==> config.mk <==
export PLATFORM = sky130hd
export DESIGN_NAME = ifd_decoder
export DESIGN_NICKNAME = d
export VERILOG_FILES = /design/src/ifd_pkg.sv /design/src/ifd_decoder.sv /design/src/ifd_sync.sv
export SDC_FILE = /design/constraint.sdc
export NUM_CORES = 1
export LEC_CHECK = 0
export ABC_AREA = 1
export BUFFER_PORTS_ARGS = -buffer_cell sky130_fd_sc_hd__buf_4
export CORE_ASPECT_RATIO = 2
export CORE_MARGIN = 2
export CORE_UTILIZATION = 45
export DETAILED_ROUTE_END_ITERATION = 8
export HOLD_SLACK_MARGIN = 0.15
export PLACE_DENSITY = 0.8
export SKIP_LAST_GASP = 1
export SLEW_MARGIN = 0
export SYNTH_ARGS = -nofsm -noshare
export SYNTH_HDL_FRONTEND = slang
export SYNTH_SLANG_ARGS = --single-unit
==> constraint.sdc <==
create_clock -name sys_clk -period 1.26 [get_ports sys_clk]
set_clock_uncertainty 0.1 [all_clocks]
set_input_delay 0.252 -clock sys_clk [delete_from_list [all_inputs] [get_ports sys_clk]]
set_output_delay 0.252 -clock sys_clk [all_outputs]
set_load 0.005 [all_outputs]
==> src/ifd_pkg.sv <==
// Function codes, reset values and shared types of the input decoder
package ifd_pkg;

  localparam int unsigned IFD_NUM_INPUTS = 5;
  localparam int unsigned IFD_CODE_W = 8;
  localparam int unsigned IFD_SYNC_STAGES = 2;
  localparam int unsigned IFD_PRESET_BITS = 4;

  localparam logic [7:0] IFD_CODE_CCW_RUN = 8'h01;
  localparam logic [7:0] IFD_CODE_PRESET0 = 8'h02;
  localparam logic [7:0] IFD_CODE_PRESET1 = 8'h03;
  localparam logic [7:0] IFD_CODE_PRESET2 = 8'h04;
  localparam logic [7:0] IFD_CODE_PRESET3 = 8'h05;
  localparam logic [7:0] IFD_CODE_JOG = 8'h06;
  localparam logic [7:0] IFD_CODE_DC_BRAKE = 8'h07;
  localparam logic [7:0] IFD_CODE_SECOND_SET = 8'h08;
  localparam logic [7:0] IFD_CODE_ALT_RAMP = 8'h09;
  localparam logic [7:0] IFD_CODE_COAST = 8'h11;
  localparam logic [7:0] IFD_CODE_EXT_FAULT = 8'h12;
  localparam logic [7:0] IFD_CODE_RESTART_LOCK = 8'h13;
  localparam logic [7:0] IFD_CODE_HEAVY_START = 8'h14;
  localparam logic [7:0] IFD_CODE_WRITE_LOCK = 8'h15;
  localparam logic [7:0] IFD_CODE_CURRENT_SEL = 8'h16;
  localparam logic [7:0] IFD_CODE_FAULT_ACK = 8'h18;
  localparam logic [7:0] IFD_CODE_PULSE_RUN = 8'h20;
  localparam logic [7:0] IFD_CODE_PULSE_STOP = 8'h21;
  localparam logic [7:0] IFD_CODE_DIR_SELECT = 8'h22;

  localparam logic IFD_RST_LEVEL = 1'b0;
  localparam logic [3:0] IFD_RST_PRESET = 4'h0;
  localparam logic [1:0] IFD_RST_JOG_MODE = 2'h0;

  typedef enum logic [1:0] {
    IFD_SRC_VOLTAGE,
    IFD_SRC_CURRENT,
    IFD_SRC_PRESET,
    IFD_SRC_JOG
  } ifd_src_t;

endpackage : ifd_pkg

==> src/ifd_decoder.sv <==
// Function decoder for five programmable digital control inputs
`timescale 1ns/1ns
module ifd_decoder #(
  parameter int unsigned NUM_INPUTS = ifd_pkg::IFD_NUM_INPUTS
) (
  input wire logic sys_clk,
  input wire logic nrst,
  input wire logic [NUM_INPUTS-1:0] prog_input_pin,
  input wire logic clockwise_run_input,
  input wire logic [ifd_pkg::IFD_CODE_W*NUM_INPUTS-1:0] func_code,
  input wire logic [NUM_INPUTS-1:0] nc_polarity,
  input wire logic [1:0] jog_stop_mode,
  input wire logic mains_recovered,
  input wire logic motor_running,
  input wire logic param_write_req,
  output logic cmd_run_cw,
  output logic cmd_run_ccw,
  output logic cmd_ramp_stop,
  output logic cmd_coast,
  output logic [3:0] preset_speed_select,
  output ifd_pkg::ifd_src_t setpoint_source,
  output logic cmd_jog,
  output logic [1:0] cmd_jog_stop_mode,
  output logic dc_brake_enable,
  output logic second_param_set,
  output logic alternate_ramp,
  output logic heavy_start_mode,
  output logic fault_e12,
  output logic fault_clear,
  output logic restart_blocked,
  output logic param_write_accept,
  output logic param_write_reject
);

  localparam int unsigned CW = ifd_pkg::IFD_CODE_W;

  logic [NUM_INPUTS:0] pin_sync;
  logic [NUM_INPUTS-1:0] is_ack;
  logic [NUM_INPUTS-1:0] level;
  logic cw_level;
  logic ext_prev;
  logic ack_prev;
  logic prun_prev;
  logic three_wire_run;
  logic three_wire_ccw;
  logic next_ext_prev;
  logic next_ack_prev;
  logic next_prun_prev;
  logic next_three_wire_run;
  logic next_three_wire_ccw;
  logic next_cmd_run_cw;
  logic next_cmd_run_ccw;
  logic next_cmd_ramp_stop;
  logic next_cmd_coast;
  logic [3:0] next_preset_speed_select;
  ifd_pkg::ifd_src_t next_setpoint_source;
  logic next_cmd_jog;
  logic [1:0] next_cmd_jog_stop_mode;
  logic next_dc_brake_enable;
  logic next_second_param_set;
  logic next_alternate_ramp;
  logic next_heavy_start_mode;
  logic next_fault_e12;
  logic next_fault_clear;
  logic next_restart_blocked;
  logic next_param_write_accept;
  logic next_param_write_reject;

  // Decoded function levels
  logic act_ccw;
  logic act_jog;
  logic act_db;
  logic act_coast;
  logic act_ext;
  logic act_lock;
  logic act_wlock;
  logic act_cur;
  logic act_ack;
  logic act_prun;
  logic act_pstop;
  logic act_dir;
  logic has_three_wire;
  logic has_stop_input;
  logic [3:0] preset_bits;
  logic req_cw;
  logic req_ccw;
  logic start_req;
  logic inhibit;
  logic [2:0] settle;
  logic [2:0] next_settle;
  logic armed;

  // True when any input coded as code is active
  function automatic logic fn_active(
    input logic [CW*NUM_INPUTS-1:0] codes,
    input logic [NUM_INPUTS-1:0] lv,
    input logic [7:0] code
  );
    logic hit;
    hit = 1'b0;
    for (int i = 0; i < NUM_INPUTS; i++)
    begin
      if (codes[i*CW +: CW] == code)
      begin
        hit = hit | lv[i];
      end
    end
    return hit;
  endfunction : fn_active

  // True when some input carries code, whatever its level
  function automatic logic fn_assigned(
    input logic [CW*NUM_INPUTS-1:0] codes,
    input logic [7:0] code
  );
    logic hit;
    hit = 1'b0;
    for (int i = 0; i < NUM_INPUTS; i++)
    begin
      hit = hit | (codes[i*CW +: CW] == code);
    end
    return hit;
  endfunction : fn_assigned

  ifd_sync #(
    .WIDTH(NUM_INPUTS + 1)
  ) u_sync (
    .sys_clk(sys_clk),
    .nrst(nrst),
    .async_in({clockwise_run_input, prog_input_pin}),
    .sync_out(pin_sync)
  );

  assign cw_level = pin_sync[NUM_INPUTS];

  // Reset sync reads as open, so a break contact would give a false edge;
  // edges count only once the prev flops hold real levels. A level
  // already on at reset release is therefore not taken as an edge.
  assign armed = settle[2];

  genvar gi;
  generate
    for (gi = 0; gi < NUM_INPUTS; gi++)
    begin : g_level
      // Each input decoded from its own code field
      assign is_ack[gi] =
        func_code[gi*CW +: CW] == ifd_pkg::IFD_CODE_FAULT_ACK;
      // Acknowledge ignores polarity select
      assign level[gi] = pin_sync[gi] ^ (nc_polarity[gi] & ~is_ack[gi]);
    end
  endgenerate

  // Unlisted codes match nothing here
  assign act_ccw = fn_active(func_code, level, ifd_pkg::IFD_CODE_CCW_RUN);
  assign preset_bits = {
    fn_active(func_code, level, ifd_pkg::IFD_CODE_PRESET3),
    fn_active(func_code, level, ifd_pkg::IFD_CODE_PRESET2),
    fn_active(func_code, level, ifd_pkg::IFD_CODE_PRESET1),
    fn_active(func_code, level, ifd_pkg::IFD_CODE_PRESET0)
  };
  assign act_jog = fn_active(func_code, level, ifd_pkg::IFD_CODE_JOG);
  assign act_db = fn_active(func_code, level, ifd_pkg::IFD_CODE_DC_BRAKE);
  assign act_coast = fn_active(func_code, level, ifd_pkg::IFD_CODE_COAST);
  assign act_ext = fn_active(func_code, level, ifd_pkg::IFD_CODE_EXT_FAULT);
  assign act_lock =
    fn_active(func_code, level, ifd_pkg::IFD_CODE_RESTART_LOCK);
  assign act_wlock = fn_active(func_code, level, ifd_pkg::IFD_CODE_WRITE_LOCK);
  assign act_cur = fn_active(func_code, level, ifd_pkg::IFD_CODE_CURRENT_SEL);
  assign act_ack = fn_active(func_code, level, ifd_pkg::IFD_CODE_FAULT_ACK);
  assign act_prun = fn_active(func_code, level, ifd_pkg::IFD_CODE_PULSE_RUN);
  assign act_pstop = fn_active(func_code, level, ifd_pkg::IFD_CODE_PULSE_STOP);
  assign act_dir = fn_active(func_code, level, ifd_pkg::IFD_CODE_DIR_SELECT);
  assign has_three_wire = fn_assigned(func_code, ifd_pkg::IFD_CODE_PULSE_RUN);
  assign has_stop_input = fn_assigned(func_code, ifd_pkg::IFD_CODE_PULSE_STOP);

  // Three-wire scheme replaces the two direction levels while assigned
  assign req_cw = has_three_wire ? (three_wire_run & ~three_wire_ccw)
                                 : (cw_level & ~act_ccw);
  assign req_ccw = has_three_wire ? (three_wire_run & three_wire_ccw)
                                  : (act_ccw & ~cw_level);
  assign start_req = has_three_wire ? three_wire_run
                                    : (cw_level | act_ccw);
  assign inhibit = act_coast | fault_e12 | act_ack | restart_blocked;

  always_comb
  begin
    next_ext_prev = act_ext;
    next_ack_prev = act_ack;
    next_prun_prev = act_prun;
    next_settle = {settle[1:0], 1'b1};
    // Stop input is a break contact: open means stop
    next_three_wire_run = three_wire_run;
    if (has_stop_input && !act_pstop)
    begin
      next_three_wire_run = 1'b0;
    end
    else if (act_prun && !prun_prev && armed)
    begin
      next_three_wire_run = 1'b1;
    end
    next_three_wire_ccw = act_dir;
    // Both directions requested ends in neither run
    next_cmd_run_cw = req_cw & ~inhibit;
    next_cmd_run_ccw = req_ccw & ~inhibit;
    next_cmd_coast = act_coast | fault_e12 | (act_ack & motor_running);
    next_cmd_ramp_stop = ~next_cmd_run_cw & ~next_cmd_run_ccw &
                         ~next_cmd_coast;
    next_preset_speed_select = preset_bits;
    // Presets win over analog, jog over both
    if (act_jog)
    begin
      next_setpoint_source = ifd_pkg::IFD_SRC_JOG;
    end
    else if (|preset_bits)
    begin
      next_setpoint_source = ifd_pkg::IFD_SRC_PRESET;
    end
    else if (act_cur)
    begin
      next_setpoint_source = ifd_pkg::IFD_SRC_CURRENT;
    end
    else
    begin
      next_setpoint_source = ifd_pkg::IFD_SRC_VOLTAGE;
    end
    next_cmd_jog = act_jog & start_req & ~inhibit;
    next_cmd_jog_stop_mode = jog_stop_mode;
    next_dc_brake_enable = act_db;
    next_second_param_set = fn_active(func_code, level,
                                      ifd_pkg::IFD_CODE_SECOND_SET);
    next_alternate_ramp = fn_active(func_code, level,
                                    ifd_pkg::IFD_CODE_ALT_RAMP);
    next_heavy_start_mode = fn_active(func_code, level,
      ifd_pkg::IFD_CODE_HEAVY_START);
    // New fault edge wins over acknowledge in the same cycle
    next_fault_clear = act_ack & ~ack_prev & armed;
    next_fault_e12 = fault_e12;
    if (act_ext && !ext_prev && armed)
    begin
      next_fault_e12 = 1'b1;
    end
    else if (next_fault_clear)
    begin
      next_fault_e12 = 1'b0;
    end
    // Held until the start command is withdrawn
    next_restart_blocked = (restart_blocked & start_req) |
      (mains_recovered & act_lock & start_req);
    next_param_write_accept = param_write_req & ~act_wlock;
    next_param_write_reject = param_write_req & act_wlock;
  end

  always_ff @(posedge sys_clk or negedge nrst)
  begin
    if (!nrst)
    begin
      settle <= '0;
      ext_prev <= ifd_pkg::IFD_RST_LEVEL;
      ack_prev <= ifd_pkg::IFD_RST_LEVEL;
      prun_prev <= ifd_pkg::IFD_RST_LEVEL;
      three_wire_run <= ifd_pkg::IFD_RST_LEVEL;
      three_wire_ccw <= ifd_pkg::IFD_RST_LEVEL;
      cmd_run_cw <= ifd_pkg::IFD_RST_LEVEL;
      cmd_run_ccw <= ifd_pkg::IFD_RST_LEVEL;
      cmd_ramp_stop <= 1'b1;
      cmd_coast <= ifd_pkg::IFD_RST_LEVEL;
      preset_speed_select <= ifd_pkg::IFD_RST_PRESET;
      setpoint_source <= ifd_pkg::IFD_SRC_VOLTAGE;
      cmd_jog <= ifd_pkg::IFD_RST_LEVEL;
      cmd_jog_stop_mode <= ifd_pkg::IFD_RST_JOG_MODE;
      dc_brake_enable <= ifd_pkg::IFD_RST_LEVEL;
      second_param_set <= ifd_pkg::IFD_RST_LEVEL;
      alternate_ramp <= ifd_pkg::IFD_RST_LEVEL;
      heavy_start_mode <= ifd_pkg::IFD_RST_LEVEL;
      fault_e12 <= ifd_pkg::IFD_RST_LEVEL;
      fault_clear <= ifd_pkg::IFD_RST_LEVEL;
      restart_blocked <= ifd_pkg::IFD_RST_LEVEL;
      param_write_accept <= ifd_pkg::IFD_RST_LEVEL;
      param_write_reject <= ifd_pkg::IFD_RST_LEVEL;
    end
    else
    begin
      settle <= next_settle;
      ext_prev <= next_ext_prev;
      ack_prev <= next_ack_prev;
      prun_prev <= next_prun_prev;
      three_wire_run <= next_three_wire_run;
      three_wire_ccw <= next_three_wire_ccw;
      cmd_run_cw <= next_cmd_run_cw;
      cmd_run_ccw <= next_cmd_run_ccw;
      cmd_ramp_stop <= next_cmd_ramp_stop;
      cmd_coast <= next_cmd_coast;
      preset_speed_select <= next_preset_speed_select;
      setpoint_source <= next_setpoint_source;
      cmd_jog <= next_cmd_jog;
      cmd_jog_stop_mode <= next_cmd_jog_stop_mode;
      dc_brake_enable <= next_dc_brake_enable;
      second_param_set <= next_second_param_set;
      alternate_ramp <= next_alternate_ramp;
      heavy_start_mode <= next_heavy_start_mode;
      fault_e12 <= next_fault_e12;
      fault_clear <= next_fault_clear;
      restart_blocked <= next_restart_blocked;
      param_write_accept <= next_param_write_accept;
      param_write_reject <= next_param_write_reject;
    end
  end
endmodule : ifd_decoder

==> src/ifd_sync.sv <==
// Two-stage synchroniser for a group of asynchronous pin levels
`timescale 1ns/1ns
module ifd_sync #(
  parameter int unsigned WIDTH = 6
) (
  input wire logic sys_clk,
  input wire logic nrst,
  input wire logic [WIDTH-1:0] async_in,
  output logic [WIDTH-1:0] sync_out
);

  logic [WIDTH-1:0] stage1;
  logic [WIDTH-1:0] next_stage1;
  logic [WIDTH-1:0] next_sync_out;

  // First stage is read only by the second stage
  always_comb
  begin
    next_stage1 = async_in;
    next_sync_out = stage1;
  end

  always_ff @(posedge sys_clk or negedge nrst)
  begin
    if (!nrst)
    begin
      stage1 <= '0;
      sync_out <= '0;
    end
    else
    begin
      stage1 <= next_stage1;
      sync_out <= next_sync_out;
    end
  end

endmodule : ifd_sync

==> metrics.yaml, run 1 <==
clock_tree:
  cts-htree-levels: 2
  clock_tree.buffer_depth: 2
  cts_root_buffer: "clkbuf_16"
  numCtsBuffers: 5
  tritoncts_num_sinks: 42
sta:
  worstEpCategory: "sequential cell input"
  worstEndpointGrtRepair: "cmd_jog$_DFF_PN0_/D"
placement:
  global_placement_routability_congestion: 0.9977
  pre_cts_ws_ps: -620.7
  port-buffer-count: 79
  hpwl_dp_um: 10290
die:
  die-height_um: 119.6
  floorplan.die.width_um: 61.79
  core.rowCount: 42
  ios: 80
  floorplan.initialDensity_pct: 46.12
logic_synthesis:
  synthesis.instances: 464
  asyncSetResetFlopFracSynth_pct: 100.0
  synth-seq-cells: 42
  synth_edf_count: 0
  synth.avg_cell_area_um2: 6.477
  synth_cell_types: 32
  most_used_flip_flop_cell_after_synthesis: "dfrtp_1"
  synth_seq_area_share_pct: 35.01
  yosysTopAreaCell: "dfrtp_1"
  syn_area_mm2: 0.003005
  post-synth-top-area-fraction_pct: 34.14
  ys.warnings.count: 0
  synth_fp_nets: 522
  synth.area.top_cells: "dfrtp_1 34%, nand2_1 13%, inv_1 11%"
status:
  toolErrorMsg: "[ERROR GRT-0232] Routing congestion too high. Check the congestion heatmap in the GUI."
  status: "stopped before the end"
  outcome.stop_stage: "global routing"
global_route:
  global_route.overflow_total: 2
  grt_max_degree: 43
  global_route.usage.total_pct: 59.22
[routing by layer]
| metal | track usage, % | overflow |
|---|---|---|
| met1 | 57.72 | 0 |
| met2 | 79.93 | 0 |
| met3 | 37.18 | 0 |
| met4 | 55.72 | 2 |
| met5 | 6.723 | 0 |
[per-stage QoR]
| step | cells | util, % | hold slack [ps] | cell area [um^2] | TNS [ps] |
|---|---|---|---|---|---|
| after floorplan | 464 | - | -143.6 | 3331 | -2749 |
| after global placement | 747 | 75.46 | 148.4 | 4917 | -11920 |
| after detailed placement | 747 | 75.46 | 159.2 | 4917 | -12760 |
| after CTS | 773 | 85.45 | 255.6 | 5568 | -4733 |
[kinds of logic after synthesis]
family                 Yosys count  share of synthesized area [%]
AOI/OAI and AO/OA               26                          5.537
DFF                             42                          35.01
and+or+nand+nor                303                          47.84
other                            1                         0.1248
buffers and inverters           92                          11.49
[cells in the mapped netlist (2+ instances only)]
cell type / number
nor2_2: 12
o21ai_1: 3
a22o_1: 2
nor3_1: 25
inv_1: 89
nand2_2: 18
o211ai_1: 2
nor2_1: 69
nand3_1: 41
nor2_4: 3
nand2_1: 104
a21oi_1: 4
inv_2: 3
o21ai_0: 6
dfrtp_1: 41
nand4_1: 20
nand3_2: 5
o22ai_1: 3
[repair_timing]
| item | 4_1_cts |
|---|---|
| hold buffers | 11 |
| endpoints found under the hold margin | 52 |
| endpoints found under the setup margin | 26 |
| pin swaps | 57 |
| resized for setup | 92 |
| buffers inserted | 7 |
==> run 2: changes to the inputs <==
--- a/config.mk
+++ b/config.mk
@@ -7,12 +7,10 @@
 export LEC_CHECK = 0
 export ABC_AREA = 1
 export BUFFER_PORTS_ARGS = -buffer_cell sky130_fd_sc_hd__buf_4
-export CORE_ASPECT_RATIO = 2
 export CORE_MARGIN = 2
-export CORE_UTILIZATION = 45
+export CORE_UTILIZATION = 30
 export DETAILED_ROUTE_END_ITERATION = 8
-export HOLD_SLACK_MARGIN = 0.15
-export PLACE_DENSITY = 0.8
+export PLACE_DENSITY_LB_ADDON = 0.15
 export SKIP_LAST_GASP = 1
 export SLEW_MARGIN = 0
 export SYNTH_ARGS = -nofsm -noshare
==> constraint.sdc (replaced) <==
create_clock -name sys_clk -period 1.6 [get_ports sys_clk]
set_clock_uncertainty 0.1 [all_clocks]
set_input_delay 0.32 -clock sys_clk [delete_from_list [all_inputs] [get_ports sys_clk]]
set_output_delay 0.32 -clock sys_clk [all_outputs]
set_load 0.005 [all_outputs]
==> metrics.yaml, run 2 <==
placement:
  global_placement_routability_congestion: 0.9807  # was 0.9977
  hpwl_dp_um: 8974  # was 10290 um
  port-buffer-count: 79  # unchanged
  placement.cell_area_mm2: 0.004676  # was 0.004917 mm^2
clock_tree:
  cts-htree-levels: 2  # unchanged
  clock_tree.buffer_depth: 2  # unchanged
  cts_root_buffer: "clkbuf_8"  # was clkbuf_16
  clk-insertion-delay-late_ps: 310
  tritoncts_num_sinks: 42  # unchanged
  numCtsBuffers: 5  # unchanged
  clk_pin_slew_ps: 100
  tritoncts: "done"
drt:
  detailroute.wirelength.met2_um: 5163
  detailroute.wirelength.met3_um: 462
  detail_route.vias_per_cell: 4.536
  detail_route.iter0.violations: 147
  remaining_drc_errors: 0
  ant_nets: 0
  final_routed_wire_length_divided_by_cell_count_um: 13.19
  route.top_layer_used: "met4"
  route.final.wire_length_um: 10660
  m1WireLength_um: 4908
  drt_pre_antenna_iters: 5
  via_count: 3665
power_and_ir_drop:
  sw_frac_of_total_pct: 32.29
  p_per_area_mw_per_mm2: 532.1
  p_leak_nw: 2.754
  power.share.sequential_pct: 42.3
  switching_component_of_the_power_mw: 0.8827
  p_comb_share_pct: 28.9
  p_total_mw: 2.733
  p_int_mw: 1.851
  clock_power_share_pct: 28.8
  maximum_vdd_drop_mv: 0.4301
die:
  floorplan.initialDensity_pct: 30.89  # was 46.12%
  dieArea_mm2: 0.01083
  ios: 80  # unchanged
  floorplan.die.width_um: 104.1  # was 61.79 um
  die-height_um: 104.1  # was 119.6 um
  core-area_mm2: 0.009729
  core.rowCount: 36  # was 42
worst_setup_path:
  critical_path.max_stage_delay_ps: 160
  timing.critical_path.max_delay_family: "simple AND/OR/NAND/NOR gates"
  crit_type: "primary input to flip-flop"
  crit_path_top_delay_cell: "nor2_4"
  crit_cells: 14
  crit_path_cell_trace: "buf_4 > inv_2 > nand2_2 > nor2_4 > nand2_2 > nand2_2 > nand2_4 > nand4_1 > nand2_2 > nor2_4 > nand2_4 > nor2_4 > o21ai_1 > nor2_1"
  critical_path_peak_fanout: 7
  buffers_plus_inverters_on_the_worst_setup_path: 2
  r2r.worst_path.cells: 9
  cp.required_ps: 1750
  end_kind: "flip-flop"
  path_common_cell: "nand2_2"
  setup.worst_path.start_class: "primary input"
  cp.arrival_ps: 1700
finish:
  final_nets: 732
  final_layout_size_suffix_gt1_share_pct: 49.19
  antenna_cells: 0
  mostFrequentLayoutCell: "buf_4"
  area.growth.synth_to_final_pct: 70.94
  final_cell_mix: "200 x buf_4, 78 x nand2_1, 70 x inv_1"
  fin_area_mm2: 0.005137
logic_synthesis:
  post-synth-top-area-fraction_pct: 34.14  # unchanged
  synth.avg_cell_area_um2: 6.477  # unchanged
  ys.warnings.count: 0  # unchanged
  synthesis.instances: 464  # unchanged
  synth_cell_types: 32  # unchanged
  yosysTopAreaCell: "dfrtp_1"  # unchanged
  synth.area.top_cells: "dfrtp_1 34%, nand2_1 13%, inv_1 11%"  # unchanged
  syn_area_mm2: 0.003005  # unchanged
  most_used_flip_flop_cell_after_synthesis: "dfrtp_1"  # unchanged
  asyncSetResetFlopFracSynth_pct: 100.0  # unchanged
  synth_edf_count: 0  # unchanged
  synth_fp_nets: 522  # unchanged
  synth_seq_area_share_pct: 35.01  # unchanged
  synth-seq-cells: 42  # unchanged
  synth_top_cells_by_count: "104 x nand2_1, 89 x inv_1, 69 x nor2_1"  # unchanged
  yosys.cell_count.top_type: "nand2_1"  # unchanged
sta:
  finalHoldWorstSlack_ps: 8.641
  final-setup-viol-count: 0
  timing.slew.headroom_pct: 63.11
  timing.final.crit_period_ps: 1550
  final_min_period_over_clock_period_pct: 96.89
  rsz0062_at_grt: "yes"
  finalHoldViolCount: 0
  fmax_mhz: 645.1
  finalMaxSlewViolations: 0
  worst_pin_slew_ps: 553.3
global_route:
  number_of_global_route_vias_before_repair: 3514
  wire_length_of_the_first_global_routing_pass_um: 16730
  number_of_antenna_violations_at_the_first_check_in_global_routing: 0
  global_route.usage.total_pct: 19.43
  global_route.overflow_total: 0
  grt_max_degree: 43
worst_hold_path:
  number_of_stages_on_the_worst_hold_path: 1
  worst_hold_path_type: "primary input to flip-flop"
status:
  status: "finished, final reports clean"  # was stopped before the end
run:
  cap_violations: 0
==> run 2: cell counts after synthesis <==
No cell type changed its count.
==> run 2: worst paths after layout <==
| check | slack, ps | to | startpoint |
|---|---|---|---|
| setup / recovery | 50 | cmd_jog | func_code[25] |
| hold / removal | 9 | u_sync.next_sync_out[1] | prog_input_pin[1] |
| setup reg to reg | 50 | cmd_jog | u_sync.sync_out[3] |
| hold reg to reg | 250 | u_sync.sync_out[5] | u_sync.next_sync_out[5] |
| max in group asynchronous | 550 | u_sync.sync_out[4] | nrst |
| min in group asynchronous | 430 | preset_speed_select[3] | nrst |
==> run 2: logic make-up (layout without fill, tap and decap cells) <==
kind of cell / after synthesis / after routing / synth area share [%]
and+or+nand+nor: 303 / 303 / 47.84
DFF: 42 / 42 / 35.01
AOI/OAI and AO/OA: 26 / 26 / 5.537
other: 1 / 1 / 0.1248
buffers and inverters: 92 / 303 / 11.49
==> run 2: worst register-to-register path, stage by stage (launching register included) <==
cell and delay, ps:
dfrtp_1 440, inv_2 90, nand2_4 80, nand4_1 140
nand2_2 80, nor2_4 160, nand2_4 80, nor2_4 150
o21ai_1 90, nor2_1 90
==> run 2: power groups by stage <==
stage               combinational [mW]  sequential, mW  clock [mW]
CTS                              0.711            1.15       0.811
global placement                 0.688            1.17           0
floorplan                        0.262            1.17           0
detailed placement               0.697            1.17           0
global route                     0.867            1.16       0.849
finish                           0.790            1.15       0.788
==> run 2: cell type report <==
type                    instances  area, um^2
flip-flops and latches         42        1054
fillers                      1018        4592
well taps                     133       166.4
clock inverters                 3       28.78
multi-input cells             330        1936
repair buffers                203        1531
inverters                      92       352.8
clock buffers                   5       68.82
==> run 2: per-layer routing <==
metal,GRT usage [%],vias to the layer above
met4,4.344,0
met5,0,-
li1,-,1883
met3,2.130,9
met1,26.44,1673
met2,33.22,100
==> run 2: through the flow <==
stage,util (%),setup WS (ps),setup TNS (ps),cells
3_3_place_gp,48.06,-470.5,-6369,793
3_5_place_dp,48.06,-497.1,-6907,793
5_1_grt,52.80,-79.17,-320.6,808
6_report,52.80,49.75,0,808
2_1_floorplan,-,3.546,0,464
4_1_cts,49.46,-29.16,-44.16,802
==> run 2: timing repair <==
| item | CTS | global route |
|---|---|---|
| pin swaps | 3 | 42 |
| buffers inserted | 0 | 4 |
| endpoints found under the setup margin | 6 | 22 |
| hold buffers | 1 | 2 |
| resized for setup | 8 | 88 |
| hold endpoints to repair | 41 | 2 |
No activity file was read; power rests on OpenSTA's default activity.
==> run 3: changes to the inputs <==
--- a/config.mk
+++ b/config.mk
@@ -7,7 +7,6 @@
 export LEC_CHECK = 0
 export ABC_AREA = 1
 export BUFFER_PORTS_ARGS = -buffer_cell sky130_fd_sc_hd__buf_4
-export CORE_MARGIN = 2
 export CORE_UTILIZATION = 30
 export DETAILED_ROUTE_END_ITERATION = 8
 export PLACE_DENSITY_LB_ADDON = 0.15
==> metrics.yaml, run 3 (synthesis gave the netlist of run 2 again) <==
status:
  status: "finished, final reports clean"  # unchanged
sta:
  timing.slew.headroom_pct: 62.63  # was 63.11%
  timing.final.crit_period_ps: 1544  # was 1550 ps
  worst_slack_ps: 55.91  # was 49.75 ps
  finalHoldWorstSlack_ps: 7.667  # was 8.641 ps
  finalHoldViolCount: 0  # unchanged
  final-setup-viol-count: 0  # unchanged
  fmax_mhz: 647.6  # was 645.1 MHz
  rsz0062_at_grt: "yes"  # unchanged
  final_min_period_over_clock_period_pct: 96.51  # was 96.89%
  worst_pin_slew_ps: 560.6  # was 553.3 ps
  finalMaxSlewViolations: 0  # unchanged
die:
  core.rowCount: 36  # unchanged
  floorplan.die.width_um: 102.1  # was 104.1 um
  die-height_um: 102.1  # was 104.1 um
  ios: 80  # unchanged
  floorplan.initialDensity_pct: 30.89  # unchanged
  dieArea_mm2: 0.01042  # was 0.01083 mm^2
  core-area_mm2: 0.009729  # unchanged
finish:
  antenna_cells: 0  # unchanged
  final_cell_mix: "195 x buf_4, 83 x nand2_1, 73 x inv_1"  # was 200 x buf_4, 78 x nand2_1, 70 x inv_1
  area.growth.synth_to_final_pct: 74.15  # was 70.94%
  mostFrequentLayoutCell: "buf_4"  # unchanged
  final_nets: 732  # unchanged
  fin_area_mm2: 0.005234  # was 0.005137 mm^2
  final_layout_size_suffix_gt1_share_pct: 47.70  # was 49.19%
power_and_ir_drop:
  p_total_mw: 3.022  # was 2.733 mW
  p_per_area_mw_per_mm2: 577.5  # was 532.1 mW/mm^2
  p_int_mw: 2.149  # was 1.851 mW
  p_comb_share_pct: 26.4  # was 28.9%
  switching_component_of_the_power_mw: 0.8733  # was 0.8827 mW
  p_leak_nw: 2.792  # was 2.754 nW
  maximum_vdd_drop_mv: 0.3851  # was 0.4301 mV
  clock_power_share_pct: 35.3  # was 28.8%
  power.share.sequential_pct: 38.3  # was 42.3%
  sw_frac_of_total_pct: 28.90  # was 32.29%
worst_hold_path:
  worst_hold_path_type: "primary input to flip-flop"  # unchanged
worst_setup_path:
  crit_path_cell_trace: "buf_4 > inv_4 > nand2_4 > nor2_4 > nand2_2 > nand2_2 > nand2_4 > nand4_1 > nand2_1 > nor2_2 > nand2_2 > nor2_4 > nand2_2 > nand2_1 > nor2_1"  # was buf_4 > inv_2 > nand2_2 > nor2_4 > nand2_2 > nand2_2 > nand2_4 > nand4_1 > nand2_2 > nor2_4 > nand2_4 > nor2_4 > o21ai_1 > nor2_1
  cp.arrival_ps: 1690  # was 1700 ps
  critical_path.max_stage_delay_ps: 150  # was 160 ps
  crit_path_top_delay_cell: "nor2_4"  # unchanged
  path_common_cell: "nand2_2"  # unchanged
  crit_type: "primary input to flip-flop"  # unchanged
  end_kind: "flip-flop"  # unchanged
  critical_path_peak_fanout: 7  # unchanged
  cp.required_ps: 1750  # about the same
  timing.critical_path.max_delay_family: "simple AND/OR/NAND/NOR gates"  # unchanged
  buffers_plus_inverters_on_the_worst_setup_path: 2  # unchanged
  setup.worst_path.start_class: "primary input"  # unchanged
placement:
  global_placement_routability_congestion: 0.8866  # was 0.9807
  hpwl_dp_um: 9089  # was 8974 um
  port-buffer-count: 79  # unchanged
  pre_cts_ws_ps: -471.0  # was -497.1 ps
  placement.cell_area_mm2: 0.004653  # was 0.004676 mm^2
global_route:
  global_route.overflow_total: 0  # unchanged
  global_route.usage.total_pct: 21.48  # was 19.43%
  wire_length_of_the_first_global_routing_pass_um: 16530  # was 16730 um
  number_of_antenna_violations_at_the_first_check_in_global_routing: 0  # unchanged
  number_of_global_route_vias_before_repair: 3325  # was 3514
  grt_max_degree: 43  # unchanged
drt:
  detail_route.iter0.violations: 140  # was 147
  detail_route.vias_per_cell: 4.484  # was 4.536
  remaining_drc_errors: 0  # unchanged
  route.final.wire_length_um: 10900  # was 10660 um
  via_count: 3623  # was 3665
  ant_nets: 0  # unchanged
  drt_pre_antenna_iters: 4  # was 5
  final_routed_wire_length_divided_by_cell_count_um: 13.50  # was 13.19 um
clock_tree:
  numCtsBuffers: 5  # unchanged
  tritoncts_num_sinks: 42  # unchanged
  cts-htree-levels: 2  # unchanged
  clock_tree.buffer_depth: 2  # unchanged
  cts_root_buffer: "clkbuf_8"  # unchanged
  tritoncts: "done"  # unchanged
  clk_pin_slew_ps: 100  # about the same
  clk-insertion-delay-late_ps: 310  # about the same
run:
  cap_violations: 0  # unchanged
[run 3: changes by cell type in the layout (fill, tap and decap cells not counted), sizes merged]
cell / previous run / this run
buf: 200 / 197
dlygate4sd3: 3 / 6
bufinv: 0 / 2
inv: 94 / 92
[run 3: area by class of cell]
| cell class | instances | area, um^2 |
|---|---|---|
| Fill cell | 999 | 4496 |
| Inverter | 92 | 355.3 |
| Clock inverter | 3 | 68.82 |
| Sequential cell | 42 | 1055 |
| Timing Repair Buffer | 203 | 1546 |
| Tap cell | 133 | 166.4 |
| Clock buffer | 5 | 68.82 |
| Multi-Input combinational cell | 330 | 1973 |
[run 3: what timing repair did]
| item | in CTS | in global routing |
|---|---|---|
| resized for setup | 7 | 94 |
| hold endpoints to repair | 41 | 5 |
| setup buffers | 0 | 4 |
| setup endpoints to repair | 6 | 19 |
| hold buffers | 1 | 5 |
| pin swaps | 2 | 42 |
[run 3: final timing paths]
kind	start	to	slack, ps	cells after the start
worst max-delay path	func_code[26]	cmd_ramp_stop	60	15
worst min-delay path	prog_input_pin[1]	u_sync.next_sync_out[1]	8	1
worst max register to register	u_sync.sync_out[3]	cmd_ramp_stop	70	7
worst min register to register	u_sync.next_sync_out[5]	u_sync.sync_out[5]	250	0
max in group asynchronous	nrst	u_sync.sync_out[2]	540	2
min in group asynchronous	nrst	preset_speed_select[0]	420	2
[run 3: power groups by stage]
stage	Combinational [mW]	Sequential (mW)	Clock [mW]
2_1_floorplan	0.262	1.17	0
3_3_place_gp	0.683	1.17	0
3_5_place_dp	0.690	1.18	0
4_1_cts	0.701	1.16	1.09
5_1_grt	0.877	1.17	1.12
6_report	0.797	1.16	1.07
[run 3: metal layers]
layer	track usage [%]	wire, um
met5	0	0
met4	3.626	70
met3	2.257	418
met2	36.14	5288
met1	30.08	5125
[run 3: metrics by stage]
stage,TNS (ps),instances,utilization (%)
floorplan,0,464,-
global placement,-6275,790,47.83
detailed placement,-6735,790,47.83
CTS,-5.387,799,49.67
global route,-234.9,808,53.79
finish,0,808,53.79
[run 3: worst register-to-register path, delay by kind of cell (launching register included)]
kind | cells | cell delay, ps
flops | 1 | 430
buf+inv | 1 | 90
simple gates | 4 | 490
compound gates | 2 | 360
==> run 4: changes to the inputs <==
--- a/config.mk
+++ b/config.mk
@@ -5,7 +5,6 @@
 export SDC_FILE = /design/constraint.sdc
 export NUM_CORES = 1
 export LEC_CHECK = 0
-export ABC_AREA = 1
 export BUFFER_PORTS_ARGS = -buffer_cell sky130_fd_sc_hd__buf_4
 export CORE_UTILIZATION = 30
 export DETAILED_ROUTE_END_ITERATION = 8
==> constraint.sdc (replaced) <==
create_clock -name sys_clk -period 1.7 [get_ports sys_clk]
set_clock_uncertainty 0.1 [all_clocks]
set_input_delay 0.34 -clock sys_clk [delete_from_list [all_inputs] [get_ports sys_clk]]
set_output_delay 0.34 -clock sys_clk [all_outputs]
set_load 0.005 [all_outputs]
==> metrics.yaml, run 4 <==
die:
  core-area_mm2: 0.008806  # was 0.009729 mm^2
  core.rowCount: 34  # was 36
  dieArea_mm2: 0.009571  # was 0.01042 mm^2
  ios: 80  # unchanged
  die-height_um: 97.83  # was 102.1 um
  floorplan.die.width_um: 97.83  # was 102.1 um
  floorplan.initialDensity_pct: 31.29  # was 30.89%
drt:
  m1WireLength_um: 4883  # was 5125 um
  ant_nets: 0  # unchanged
  final_routed_wire_length_divided_by_cell_count_um: 17.68  # was 13.50 um
  route.final.wire_length_um: 11050  # was 10900 um
  via_count: 3440  # was 3623
  detail_route.iter0.violations: 157  # was 140
  remaining_drc_errors: 8  # was 0
  drt_pre_antenna_iters: 7  # was 4
  detailroute.wirelength.met2_um: 5362  # was 5288 um
  route.top_layer_used: "met4"  # unchanged
  detail_route.vias_per_cell: 5.504  # was 4.484
  detailroute.wirelength.met3_um: 463  # was 418 um
worst_setup_path:
  timing.rr.end: "setpoint_source[1]"  # was cmd_ramp_stop
  cp.arrival_ps: 2130  # was 1690 ps
  critical_path_peak_fanout: 3  # was 7
  crit_path_cell_trace: "xor2_2 > and2_4 > buf_6 > nand4_1 > and4b_1 > nand4_1 > or4_1"  # was buf_4 > inv_4 > nand2_4 > nor2_4 > nand2_2 > nand2_2 > nand2_4 > nand4_1 > nand2_1 > nor2_2 > nand2_2 > nor2_4 > nand2_2 > nand2_1 > nor2_1
  r2r.worst_path.cells: 7  # unchanged
  crit_path_top_delay_cell: "dfrtp_1"  # was nor2_4
  setup.worst_path.start_class: "flip-flop"  # was primary input
  buffers_plus_inverters_on_the_worst_setup_path: 1  # was 2
  timing.critical_path.max_delay_family: "simple AND/OR/NAND/NOR gates"  # unchanged
  critical_path.max_stage_delay_ps: 440  # was 150 ps
  end_kind: "flip-flop"  # unchanged
  crit_type: "flip-flop to flip-flop"  # was primary input to flip-flop
  r2r_start: "u_sync.sync_out[2]"  # was u_sync.sync_out[3]
  r2r_setup_slack_ps: -350  # was 70 ps
  cp.required_ps: 1790  # was 1750 ps
  path_common_cell: "nand4_1"  # was nand2_2
logic_synthesis:
  synth.avg_cell_area_um2: 8.974  # was 6.477 um^2
  synth_seq_area_share_pct: 38.19  # was 35.01%
  synth_edf_count: 0  # unchanged
  ys.warnings.count: 0  # unchanged
  synth_top_cells_by_count: "41 x dfrtp_1, 23 x nand3_1, 17 x nand2_1, 17 x nor2_1, 16 x inv_1"  # was 104 x nand2_1, 89 x inv_1, 69 x nor2_1
  yosys.cell_count.top_type: "dfrtp_1"  # was nand2_1
  synth.area.top_cells: "dfrtp_1 37%, nor4b_1 4.5%, nand3_1 4.2%"  # was dfrtp_1 34%, nand2_1 13%, inv_1 11%
  asyncSetResetFlopFracSynth_pct: 100.0  # unchanged
  post-synth-top-area-fraction_pct: 37.24  # was 34.14%
  most_used_flip_flop_cell_after_synthesis: "dfrtp_1"  # unchanged
  syn_area_mm2: 0.002755  # was 0.003005 mm^2
  synth_cell_types: 63  # was 32
  synthesis.instances: 307  # was 464
  synth_fp_nets: 365  # was 522
  synth-seq-cells: 42  # unchanged
  yosysTopAreaCell: "dfrtp_1"  # unchanged
placement:
  global_placement_routability_congestion: 0.9460  # was 0.8866
  hpwl_dp_um: 8660  # was 9089 um
  port-buffer-count: 79  # unchanged
  placement.cell_area_mm2: 0.004377  # was 0.004653 mm^2
sta:
  final.setup.tns_ps: -2509  # was 0 ps
  timing.slew.headroom_pct: 63.70  # was 62.63%
  final-setup-viol-count: 15  # was 0
  finalHoldViolCount: 0  # unchanged
  rsz0062_at_grt: "yes"  # unchanged
  worst_slack_ps: -347.3  # was 55.91 ps
  finalHoldWorstSlack_ps: 11.90  # was 7.667 ps
  timing.final.crit_period_ps: 2047
  final_min_period_over_clock_period_pct: 120.4
  fmax_mhz: 488.5
  worst_pin_slew_ps: 544.4  # was 560.6 ps
  finalMaxSlewViolations: 0  # unchanged
clock_tree:
  numCtsBuffers: 5  # unchanged
  cts_root_buffer: "clkbuf_8"  # unchanged
  tritoncts_num_sinks: 42  # unchanged
  tritoncts: "done"  # unchanged
  cts-htree-levels: 2  # unchanged
  clock_tree.buffer_depth: 2  # unchanged
  clk_pin_slew_ps: 110  # was 100 ps
  clk-insertion-delay-late_ps: 320  # was 310 ps
worst_hold_path:
  holdCritStartpoint: "prog_input_pin[3]"  # was prog_input_pin[1]
  hold_path_end: "u_sync.next_sync_out[3]"  # was u_sync.next_sync_out[1]
  worst_hold_path_type: "primary input to flip-flop"  # unchanged
  number_of_stages_on_the_worst_hold_path: 1  # unchanged
finish:
  antenna_cells: 0  # unchanged
  layout.core_utilization_pct: 58.31  # was 53.79%
  mostFrequentLayoutCell: "buf_4"  # unchanged
  final_layout_size_suffix_gt1_share_pct: 58.61  # was 47.70%
  area.growth.synth_to_final_pct: 86.38  # was 74.15%
  final_cell_mix: "189 x buf_4, 40 x dfrtp_1, 19 x nand3_1"  # was 195 x buf_4, 83 x nand2_1, 73 x inv_1
  final_nets: 574  # was 732
  seq_area_mm2: 0.001054  # was 0.001055 mm^2
  fin_area_mm2: 0.005135  # was 0.005234 mm^2
  n_fill_cell: 783  # was 999
  footprint_of_the_multi_input_gates_mm2: 0.002168  # was 0.001973 mm^2
global_route:
  wire_length_of_the_first_global_routing_pass_um: 17600  # was 16530 um
  number_of_antenna_violations_at_the_first_check_in_global_routing: 0  # unchanged
  grt_max_degree: 43  # unchanged
  global_route.overflow_total: 0  # unchanged
  number_of_global_route_vias_before_repair: 3392  # was 3325
  global_route.usage.total_pct: 23.77  # was 21.48%
power_and_ir_drop:
  p_total_mw: 2.504  # was 3.022 mW
  p_per_area_mw_per_mm2: 487.7  # was 577.5 mW/mm^2
  maximum_vdd_drop_mv: 0.2960  # was 0.3851 mV
  p_leak_nw: 2.273  # was 2.792 nW
status:
  violations: "design-rule violations, negative setup slack"
  status: "finished with violations"  # was finished, final reports clean
run:
  cap_violations: 0  # unchanged
[run 4: changes by cell type in the layout (fill, tap and decap cells not counted), sizes merged, moves of 6 or more]
cell,before,now
nor2,84,18
nand2,123,17
nor4b,0,17
nand3,46,23
nor2b,0,12
nor3,26,8
and3,0,6
nand2b,0,11
nand4,20,12
buf,197,206
nor4,0,9
o22ai,3,9
inv,92,17
a211oi,0,6
[run 4: worst max path at each step]
| stage | from | endpoint | slack (ps) | cells past startpoint |
|---|---|---|---|---|
| 2_1_floorplan | func_code[10] | cmd_run_ccw | -420 | 7 |
| 3_3_place_gp | func_code[25] | cmd_run_cw | -650 | 8 |
| 3_5_place_dp | func_code[8] | cmd_run_ccw | -680 | 7 |
| 4_1_cts | u_sync.sync_out[2] | setpoint_source[1] | -320 | 7 |
| 5_1_grt | u_sync.sync_out[4] | setpoint_source[1] | -400 | 7 |
| 6_report | u_sync.sync_out[2] | setpoint_source[1] | -350 | 7 |
[run 4: cell families (layout without fill, tap and decap cells)]
logic type | after synthesis | in the layout | share of synthesized area [%]
AND/OR/NAND/NOR | 162 | 162 | 36.78
buffers and inverters | 21 | 231 | 3.225
other | 1 | 1 | 0.1361
flip-flops | 42 | 42 | 38.19
XOR/XNOR | 9 | 9 | 2.861
multiplexers | 1 | 1 | 0.3633
AO/OA/AOI/OAI | 71 | 71 | 18.44
[run 4: area by class of cell]
class / count / area share [%]
clock inverter: 3 / 0.4873
timing repair buffer: 207 / 31.63
tap: 108 / 2.632
inverter: 16 / 1.170
clock buffer: 5 / 1.340
sequential: 42 / 20.52
multi-input combinational: 244 / 42.23
[run 4: layer usage]
layer	up-vias	global-route usage [%]
li1	1617	-
met1	1688	31.36
met2	111	39.60
met3	24	3.150
met4	0	8.974
met5	-	0
[run 4: metrics by stage]
step	setup slack, ps	instances
after floorplan	-417.5	307
after global placement	-650.8	600
after detailed placement	-680.3	600
after CTS	-318.4	620
after global routing	-402.8	625
final	-347.3	625
[run 4: repair_timing]
item | in CTS | in global routing
pin swaps | 34 | 32
cloned | 0 | 0
hold buffers | 1 | 0
endpoints found under the hold margin | 41 | 0
endpoints found under the setup margin | 23 | 24
resized for setup | 60 | 42
setup buffers | 19 | 7
[run 4: report_power, final]
group | total [mW] | internal [mW] | switching [mW]
sequential | 1.06 | 1.04 | 0.0223
clock | 0.728 | 0.298 | 0.430
combinational | 0.714 | 0.377 | 0.337
total | 2.50 | 1.72 | 0.789
